===== src/dsp_pkg.sv =====
// constants, register map and carrier types for the serial peripheral port
package dsp_pkg;
	localparam int DSP_AW = 8;
	// register byte addresses
	localparam logic [7:0] DSP_OFS_CTRL = 8'h00;
	localparam logic [7:0] DSP_OFS_DATA = 8'h04;
	localparam logic [7:0] DSP_OFS_IE = 8'h08;
	localparam logic [7:0] DSP_OFS_STAT = 8'h0C;
	// control field positions
	localparam int DSP_B_EN = 0;
	localparam int DSP_B_DIV0 = 1;
	localparam int DSP_B_DIV1 = 2;
	localparam int DSP_B_SSPOL = 3;
	localparam int DSP_B_AVAIL = 4;
	localparam int DSP_B_PHASE = 5;
	localparam int DSP_B_SRC = 6;
	localparam int DSP_B_MASTER = 7;
	// pin vector positions after synchronising
	localparam int DSP_P_SIN = 0;
	localparam int DSP_P_SCLK = 1;
	localparam int DSP_P_SS = 2;
	// reset values
	localparam logic [7:0] DSP_CTRL_RST = 8'h00;
	localparam logic DSP_IE_RST = 1'b0;
	// counts
	localparam logic [2:0] DSP_LAST_BIT = 3'h7;
	localparam logic [4:0] DSP_LAST_TICK = 5'h0F;
	// system clocks per bit-clock half period, less one, for divide by 2, 4, 8, 16
	localparam logic [3:0] DSP_HALF_LIM [4] = '{4'h0, 4'h1, 4'h3, 4'h7};
	localparam logic [1:0] DSP_RESP_OKAY = 2'h0;
	localparam logic [1:0] DSP_RESP_SLVERR = 2'h2;

	typedef struct packed {
		logic awvalid;
		logic [DSP_AW-1:0] awaddr;
		logic wvalid;
		logic [31:0] wdata;
		logic [3:0] wstrb;
		logic bready;
		logic arvalid;
		logic [DSP_AW-1:0] araddr;
		logic rready;
	} dsp_axil_req_s;

	typedef struct packed {
		logic awready;
		logic wready;
		logic bvalid;
		logic [1:0] bresp;
		logic arready;
		logic rvalid;
		logic [31:0] rdata;
		logic [1:0] rresp;
	} dsp_axil_rsp_s;

	typedef struct packed {
		logic serial_input_pin;
		logic sclkIn;
		logic ss;
	} dsp_pin_in_s;

	typedef struct packed {
		logic serial_output_pin;
		logic soutOeN;
		logic sclkOut;
		logic sclkOeN;
	} dsp_pin_out_s;

	typedef struct packed {
		logic [7:0] ctrl;
		logic ie;
		logic [7:0] sh;
		logic outBit;
		logic sclk;
		logic busy;
		logic [4:0] ticks;
		logic [2:0] bits;
		logic ssAct;
		logic sclkPrev;
		logic bvalid;
		logic [1:0] bresp;
		logic rvalid;
		logic [31:0] rdata;
		logic [1:0] rresp;
	} dsp_port_st_s;
endpackage


===== src/dsp_bit_clock.sv =====
// master bit-clock half-period tick from divided system clock or timer output
`timescale 1ns/10ps
module dsp_bit_clock import dsp_pkg::*; (
	// system
	input wire logic mclk,
	input wire logic rst,
	// control
	input wire logic run,
	input wire logic srcTimer,
	input wire logic [1:0] divSel,
	input wire logic timerZeroOutput,
	// half-period strobe
	output logic tick
);
	typedef struct packed {
		logic [3:0] cnt;
		logic tPrev;
	} dsp_clk_st_s;

	dsp_clk_st_s q, d;

	always_comb begin
		d = q;
		d.tPrev = timerZeroOutput;
		if (srcTimer) begin
			tick = run & timerZeroOutput & ~q.tPrev;
		end else begin
			tick = run & (q.cnt == DSP_HALF_LIM[divSel]);
		end
		if (!run || tick || srcTimer) begin
			d.cnt = 4'h0;
		end else begin
			d.cnt = q.cnt + 4'h1;
		end
	end

	always_ff @(posedge mclk or posedge rst) begin
		if (rst) begin
			q <= '0;
		end else begin
			q <= d;
		end
	end
endmodule // dsp_bit_clock


===== src/dsp_pin_sync.sv =====
// three-stage pin synchroniser with agreement filter
`timescale 1ns/10ps
module dsp_pin_sync import dsp_pkg::*; #(
	parameter int W = 3
) (
	// system
	input wire logic mclk,
	input wire logic rst,
	// pins and filtered levels
	input wire logic [W-1:0] pinRaw,
	output logic [W-1:0] pinFlt
);
	typedef struct packed {
		logic [W-1:0] s1;
		logic [W-1:0] s2;
		logic [W-1:0] s3;
		logic [W-1:0] f;
	} dsp_sync_st_s;

	dsp_sync_st_s q, d;

	always_comb begin
		d = q;
		d.s1 = pinRaw;
		d.s2 = q.s1;
		d.s3 = q.s2;
		// a level is accepted only when stages two and three agree
		d.f = (~(q.s2 ^ q.s3) & q.s3) | ((q.s2 ^ q.s3) & q.f);
	end

	always_ff @(posedge mclk or posedge rst) begin
		if (rst) begin
			q <= '0;
		end else begin
			q <= d;
		end
	end

	assign pinFlt = q.f;
endmodule // dsp_pin_sync


===== src/dsp_serial_port.sv =====
// byte-wide serial peripheral port, master or slave, with AXI4-Lite registers
//
// What this block does
// - control bit 0 enables the port; disabled after reset
// - master: bits 2..1 pick system clock divide by 2, 4, 8 or 16
// - slave: bit 1 is the overrun flag, cleared only by writing zero
// - slave: bit 2 set tri-states data out; clear shifts one out per bit in
// - bit 3 sets select polarity: zero active low, one active high
// - bit 4 shows a received byte waiting; interrupt when enabled
// - bit 5 one samples falling and drives rising; zero the reverse
// - master: bit 6 one takes timer zero output, zero the divided clock
// - bit 7 one is master role, zero is slave role
// - slave: transfer begins when select turns active, shifting data in
// - slave: full byte sets receive-available and raises the request
// - slave: byte completing before buffer read sets overrun and overwrites
// - slave: one bit driven out per bit in, on the opposite edge
// - slave: bit clock pin is an input only, never driven
// - master: writing the byte starts a transfer, one bit per clock
// - master: drives bit clock; end of transfer sets flag and request
// - bytes move most significant bit first
// - receive-available in both roles; reading the buffer clears it
// - interrupt request gated by an enable that resets cleared
// - enable switches the four port pins to serial functions
`timescale 1ns/10ps
module dsp_serial_port import dsp_pkg::*; (
	// system
	input wire logic mclk,
	input wire logic rst,
	// register bus
	input wire dsp_axil_req_s axiReq,
	output dsp_axil_rsp_s axiRsp,
	// serial pins
	input wire dsp_pin_in_s pinIn,
	output dsp_pin_out_s pinOut,
	// on-chip timer and port mux
	input wire logic timerZeroOutput,
	output logic portPinSelect,
	output logic serialIrq
);
	dsp_port_st_s q, d;
	logic [2:0] pinF;
	logic tick;
	logic wrFire;
	logic rdFire;
	logic start;
	logic byteDone;
	logic ssNow;
	logic active;
	logic masterOn;
	logic [DSP_AW-3:0] wIdx;
	logic [DSP_AW-3:0] rIdx;

	dsp_pin_sync #(.W(3)) i_dsp_pin_sync (
		.mclk(mclk),
		.rst(rst),
		.pinRaw({pinIn.ss, pinIn.sclkIn, pinIn.serial_input_pin}),
		.pinFlt(pinF)
	);

	dsp_bit_clock i_dsp_bit_clock (
		.mclk(mclk),
		.rst(rst),
		.run(q.busy),
		.srcTimer(q.ctrl[DSP_B_SRC]),
		.divSel(q.ctrl[DSP_B_DIV1:DSP_B_DIV0]),
		.timerZeroOutput(timerZeroOutput),
		.tick(tick)
	);

	assign wIdx = axiReq.awaddr[DSP_AW-1:2];
	assign rIdx = axiReq.araddr[DSP_AW-1:2];
	assign masterOn = q.ctrl[DSP_B_EN] & q.ctrl[DSP_B_MASTER];

	always_comb begin
		d = q;
		start = 1'b0;
		byteDone = 1'b0;
		wrFire = axiReq.awvalid & axiReq.wvalid & ~q.bvalid;
		rdFire = axiReq.arvalid & ~q.rvalid;
		if (q.bvalid && axiReq.bready) begin
			d.bvalid = 1'b0;
		end
		if (q.rvalid && axiReq.rready) begin
			d.rvalid = 1'b0;
		end

		// register writes; hardware flag events below override them
		if (wrFire) begin
			d.bvalid = 1'b1;
			d.bresp = DSP_RESP_OKAY;
			unique case (wIdx)
				DSP_OFS_CTRL[DSP_AW-1:2]: begin
					if (axiReq.wstrb[0]) begin
						d.ctrl[DSP_B_EN] = axiReq.wdata[DSP_B_EN];
						d.ctrl[DSP_B_DIV1] = axiReq.wdata[DSP_B_DIV1];
						d.ctrl[DSP_B_SSPOL] = axiReq.wdata[DSP_B_SSPOL];
						d.ctrl[DSP_B_PHASE] = axiReq.wdata[DSP_B_PHASE];
						d.ctrl[DSP_B_SRC] = axiReq.wdata[DSP_B_SRC];
						d.ctrl[DSP_B_MASTER] = axiReq.wdata[DSP_B_MASTER];
						// as overrun flag, software may only clear the bit
						if (axiReq.wdata[DSP_B_MASTER]) begin
							d.ctrl[DSP_B_DIV0] = axiReq.wdata[DSP_B_DIV0];
						end else begin
							d.ctrl[DSP_B_DIV0] = q.ctrl[DSP_B_DIV0] & axiReq.wdata[DSP_B_DIV0];
						end
					end
				end
				DSP_OFS_DATA[DSP_AW-1:2]: begin
					// a write during a master transfer is dropped
					if (axiReq.wstrb[0] && !q.busy) begin
						d.sh = axiReq.wdata[7:0];
						start = masterOn;
					end
				end
				DSP_OFS_IE[DSP_AW-1:2]: begin
					if (axiReq.wstrb[0]) begin
						d.ie = axiReq.wdata[0];
					end
				end
				DSP_OFS_STAT[DSP_AW-1:2]: begin
				end
				default: begin
					d.bresp = DSP_RESP_SLVERR;
				end
			endcase
		end

		// register reads
		if (rdFire) begin
			d.rvalid = 1'b1;
			d.rresp = DSP_RESP_OKAY;
			d.rdata = 32'h0000_0000;
			unique case (rIdx)
				DSP_OFS_CTRL[DSP_AW-1:2]: d.rdata[7:0] = q.ctrl;
				DSP_OFS_DATA[DSP_AW-1:2]: begin
					d.rdata[7:0] = q.sh;
					d.ctrl[DSP_B_AVAIL] = 1'b0;
				end
				DSP_OFS_IE[DSP_AW-1:2]: d.rdata[0] = q.ie;
				DSP_OFS_STAT[DSP_AW-1:2]: d.rdata[1:0] = {q.ssAct, q.busy};
				default: d.rresp = DSP_RESP_SLVERR;
			endcase
		end

		// master transfer: sixteen half periods, clock idles low
		if (start) begin
			d.busy = 1'b1;
			d.ticks = 5'h00;
			d.bits = 3'h0;
			d.sclk = 1'b0;
			d.outBit = axiReq.wdata[7];
		end else if (!masterOn) begin
			d.busy = 1'b0;
			d.sclk = 1'b0;
		end else if (q.busy && tick) begin
			d.sclk = ~q.sclk;
			d.ticks = q.ticks + 5'h01;
			if (~q.sclk ^ q.ctrl[DSP_B_PHASE]) begin
				d.sh = {q.sh[6:0], pinF[DSP_P_SIN]};
				d.bits = q.bits + 3'h1;
				byteDone = (q.bits == DSP_LAST_BIT);
			end else begin
				d.outBit = q.sh[7];
			end
			if (q.ticks == DSP_LAST_TICK) begin
				d.busy = 1'b0;
			end
		end

		// slave transfer, timed by the synchronised external clock
		ssNow = ~(pinF[DSP_P_SS] ^ q.ctrl[DSP_B_SSPOL]);
		active = q.ctrl[DSP_B_EN] & ~q.ctrl[DSP_B_MASTER] & ssNow;
		d.ssAct = active;
		d.sclkPrev = pinF[DSP_P_SCLK];
		if (active && !q.ssAct) begin
			d.bits = 3'h0;
			d.outBit = d.sh[7];
		end else if (active && pinF[DSP_P_SCLK] != q.sclkPrev) begin
			if (pinF[DSP_P_SCLK] ^ q.ctrl[DSP_B_PHASE]) begin
				d.sh = {q.sh[6:0], pinF[DSP_P_SIN]};
				d.bits = q.bits + 3'h1;
				byteDone = (q.bits == DSP_LAST_BIT);
			end else begin
				d.outBit = q.sh[7];
			end
		end

		// set wins over a clear in the same cycle
		if (byteDone) begin
			if (!q.ctrl[DSP_B_MASTER] && d.ctrl[DSP_B_AVAIL]) begin
				d.ctrl[DSP_B_DIV0] = 1'b1;
			end
			d.ctrl[DSP_B_AVAIL] = 1'b1;
		end
	end

	always_ff @(posedge mclk or posedge rst) begin
		if (rst) begin
			q <= '0;
			q.ctrl <= DSP_CTRL_RST;
			q.ie <= DSP_IE_RST;
		end else begin
			q <= d;
		end
	end

	always_comb begin
		axiRsp.awready = wrFire;
		axiRsp.wready = wrFire;
		axiRsp.bvalid = q.bvalid;
		axiRsp.bresp = q.bresp;
		axiRsp.arready = rdFire;
		axiRsp.rvalid = q.rvalid;
		axiRsp.rdata = q.rdata;
		axiRsp.rresp = q.rresp;
	end

	always_comb begin
		pinOut.serial_output_pin = q.outBit;
		// select state lags control by a cycle, so gate it with the live role bits
		pinOut.soutOeN = ~(masterOn | (q.ssAct & q.ctrl[DSP_B_EN] & ~q.ctrl[DSP_B_MASTER]
			& ~q.ctrl[DSP_B_DIV1]));
		pinOut.sclkOut = q.sclk;
		pinOut.sclkOeN = ~masterOn;
	end

	assign portPinSelect = q.ctrl[DSP_B_EN];
	assign serialIrq = q.ctrl[DSP_B_AVAIL] & q.ie;
endmodule // dsp_serial_port


===== config.mk =====
export PLATFORM = sky130hd
export DESIGN_NAME = dsp_serial_port
export DESIGN_NICKNAME = d
export VERILOG_FILES = /design/src/dsp_pkg.sv /design/src/dsp_bit_clock.sv /design/src/dsp_pin_sync.sv /design/src/dsp_serial_port.sv
export SDC_FILE = /design/constraint.sdc
export NUM_CORES = 1
export LEC_CHECK = 0
export BUFFER_PORTS_ARGS = -buffer_cell sky130_fd_sc_hd__buf_2
export CAP_MARGIN = 20
export CORE_MARGIN = 4
export CORE_UTILIZATION = 38
export CTS_CLUSTER_SIZE = 40
export DETAILED_ROUTE_END_ITERATION = 10
export GPL_ROUTABILITY_DRIVEN = 0
export SLEW_MARGIN = 20
export SYNTH_ARGS = -nofsm -noshare
export SYNTH_HDL_FRONTEND = slang
export SYNTH_SLANG_ARGS = --single-unit

===== constraint.sdc =====
create_clock -name mclk -period 3.12 [get_ports mclk]
set_input_delay 0.468 -clock mclk [delete_from_list [all_inputs] [get_ports mclk]]
set_output_delay 0.468 -clock mclk [all_outputs]
set_load 0.02 [all_outputs]

==> impl_metrics.tcl <==
set metrics [dict create \
    synth_top_cell_by_area "dfrtp_1" \
    finish.net_count 413 \
    drt_iter0_markers 120 \
    seq_area_sq_um 1476 \
    fill_cells 793 \
    irDropWorstVdd_uv 290.3 \
    drt-met1-wl_mm 2.850 \
    core-area_sq_um 7807 \
    yosysUniqueCellTypes 53 \
    syn_inst 303 \
    fin_tns_setup_ps 0 \
    cts_tree "done" \
    crit_family "compound AO/OA/AOI/OAI gates" \
    slew_viol_final 0 \
    clock_latency_ps 340 \
    cap_viol_max_count 0 \
    synth.yosys.seq_area_share 0.4789 \
    first_global_vias 2099 \
    final_common_cell "dfrtp_1" \
    grt.overflow.total 0 \
    routed_wl_mm 6.281 \
    start_util 0.3949 \
    grt_pass1_wl_mm 10.54 \
    antenna_found_initial 0 \
    async_reset_ff_frac 1.000 \
    fmax_mhz 399.7 \
    netlist.area_leader.share 0.4789 \
    total_power_mw 1.609 \
    drc_errors 0 \
    grt_util_all_layers 0.1372 \
    crit_chain "xnor2_1 -> o311ai_1 -> a2111o_1 -> o21ai_1 -> buf_4 -> nand2_1 -> o32ai_1" \
    clk_path_buf_depth 2 \
    ant_nets 0 \
    path_max_fanout 13 \
    status "completed" \
    die_area_sq_um 9618 \
    ctsHoldBuffers 0 \
    worstPathArrival_ps 2740 \
    dieWidth_microns 98.07 \
    drive_gt1_frac 0.2429 \
    layout_common_cells "59 x dfrtp_1, 52 x buf_2, 33 x nand2_1, 27 x o21ai_0, 26 x conb_1" \
    multiInputGateArea_sq_um 1297 \
    via_per_inst 4.889 \
    period_minus_slack_ps 2502 \
    worstSetupPathType "reg2reg" \
    ys_dominant_reg_cell "dfrtp_1" \
    synth_area_sq_um 3083 \
    drtPass1Iterations 4 \
    crit_buf_inv 1 \
    cp_slowest_stage_delay_ps 560 \
    rsz0062_at_grt "false" \
    grt_max_degree 32 \
    area_delta_synth_final_pct 10.92 \
    route.met2.wl_mm 2.866 \
    cts_sinks 59 \
    cp-end-kind "flip-flop" \
    ys_top_cells_by_area "dfrtp_1 48%, buf_4 10%, o21ai_0 4.4%" \
    syn_area_per_cell_sq_um 10.17 \
    io_buffers 52 \
    die_h_microns 98.07 \
    clockRootBuffer "clkbuf_8" \
    ys_warn_count 0 \
    critPathSlowestCell "a2111o_1" \
    min_path_type "in2async" \
    slew_headroom 0.5391 \
    antenna_cells 0 \
    power.density_nw_per_um2 470.5 \
    vias 2210 \
    worst_pin_slew_ps 691.3 \
    cts-buffers-inserted 9 \
    synth_edf_count 0 \
    final_hold_viol_count 0 \
    power.leakage_nw 1.702 \
    setup_viol 0 \
    cts_resized 0 \
    drt-wirelength-per-cell_microns 13.90 \
    cts_max_level 3 \
    skew_ps 9.132 \
    path_clk_slew_ps 70 \
    critPathRequiredTime_ps 3350 \
    pin_count 110 \
    worst_setup_path_start_kind "flip-flop" \
    num_rows 32 \
    ys_ff_latch 59 \
    wl_met3_microns 493 \
    place_hpwl_mm 4.857 \
    dr.max_layer_used "met4" \
    period_share 0.8018 \
    post_cts_buffers 0 \
]
[synthesized netlist by cell type, types with 5 or more instances]
cell / instances
dfrtp_1: 59
buf_4: 43
nand2_1: 33
o21ai_0: 27
nor2_1: 15
inv_1: 12
mux2i_1: 12
a21oi_1: 9
mux2_2: 7
nand3_1: 7
clkbuf_1: 5
ha_1: 5
[cell type report]
type                       instances  share of cell area
timing repair buffer              56             0.08855
tap                              102             0.03732
sequential                        59              0.4318
clock inverter                     6             0.01244
multi-input combinational        207              0.3794
clock buffer                      10             0.03732
inverter                          12             0.01317
[report_power, final]
part	total [mW]	internal (mW)	switching [mW]
Combinational	0.180	0.0637	0.116
Sequential	0.833	0.802	0.0311
Clock	0.596	0.287	0.309
[flip-flops by register name (all words and copies together) (netlist names), named ones only]
register / flops
pinOut: 2
q: 27
i_dsp_pin_sync.q: 3
axiRsp: 12
i_dsp_bit_clock.q: 5
portPinSelect: 1
i_dsp_pin_sync.d: 6
[through the flow]
step	cell area (sq um)	util	hold WS (ps)	cells	setup WS, ps
floorplan	3177	-	331.2	328	986.4
global placement	3229	0.4136	332.9	435	665.7
detailed placement	3249	0.4162	334.7	436	648.4
CTS	3420	0.4380	148.0	452	615.5
global route	3420	0.4380	175.5	452	509.1
finish	3420	0.4380	144.0	452	618.4
[worst reg2reg max path: stages (launching register included)]
cell      delay (ps)
dfrtp_1          480
xnor2_1          200
o311ai_1         230
a2111o_1         560
o21ai_1          330
buf_4            250
nand2_1           90
o32ai_1          260
[final timing paths]
| kind | from | end | slack, ps | depth (start not counted) |
|---|---|---|---|---|
| max | q[62] | q[61] | 620 | 7 |
| min | rst | i_dsp_pin_sync.d[6] | 140 | 2 |
| max in group asynchronous | rst | q[59] | 2250 | 4 |
| min reg2reg | i_dsp_pin_sync.d[7] | i_dsp_pin_sync.d[4] | 360 | 0 |
| min in group mclk | pinIn[2] | i_dsp_pin_sync.d[6] | 230 | 1 |
| max reg2reg | q[62] | q[61] | 620 | 7 |
[layer usage]
metal	GRT usage	vias to the layer above
met5	0	-
met4	0.03514	0
met3	0.05000	6
met2	0.2068	78
met1	0.1879	1059
li1	-	1067
[cell families after synthesis]
logic type,count (synthesis),synth area share
xor gates and xnor gates,8,0.02272
muxes,20,0.07184
adders and majority gates,8,0.03003
AOI/OAI and AO/OA,58,0.1246
and+or+nand+nor,87,0.1400
DFF,59,0.4789
other,1,0.001216
buffers and inverters,62,0.1307
(Power assumes the default switching activity.)
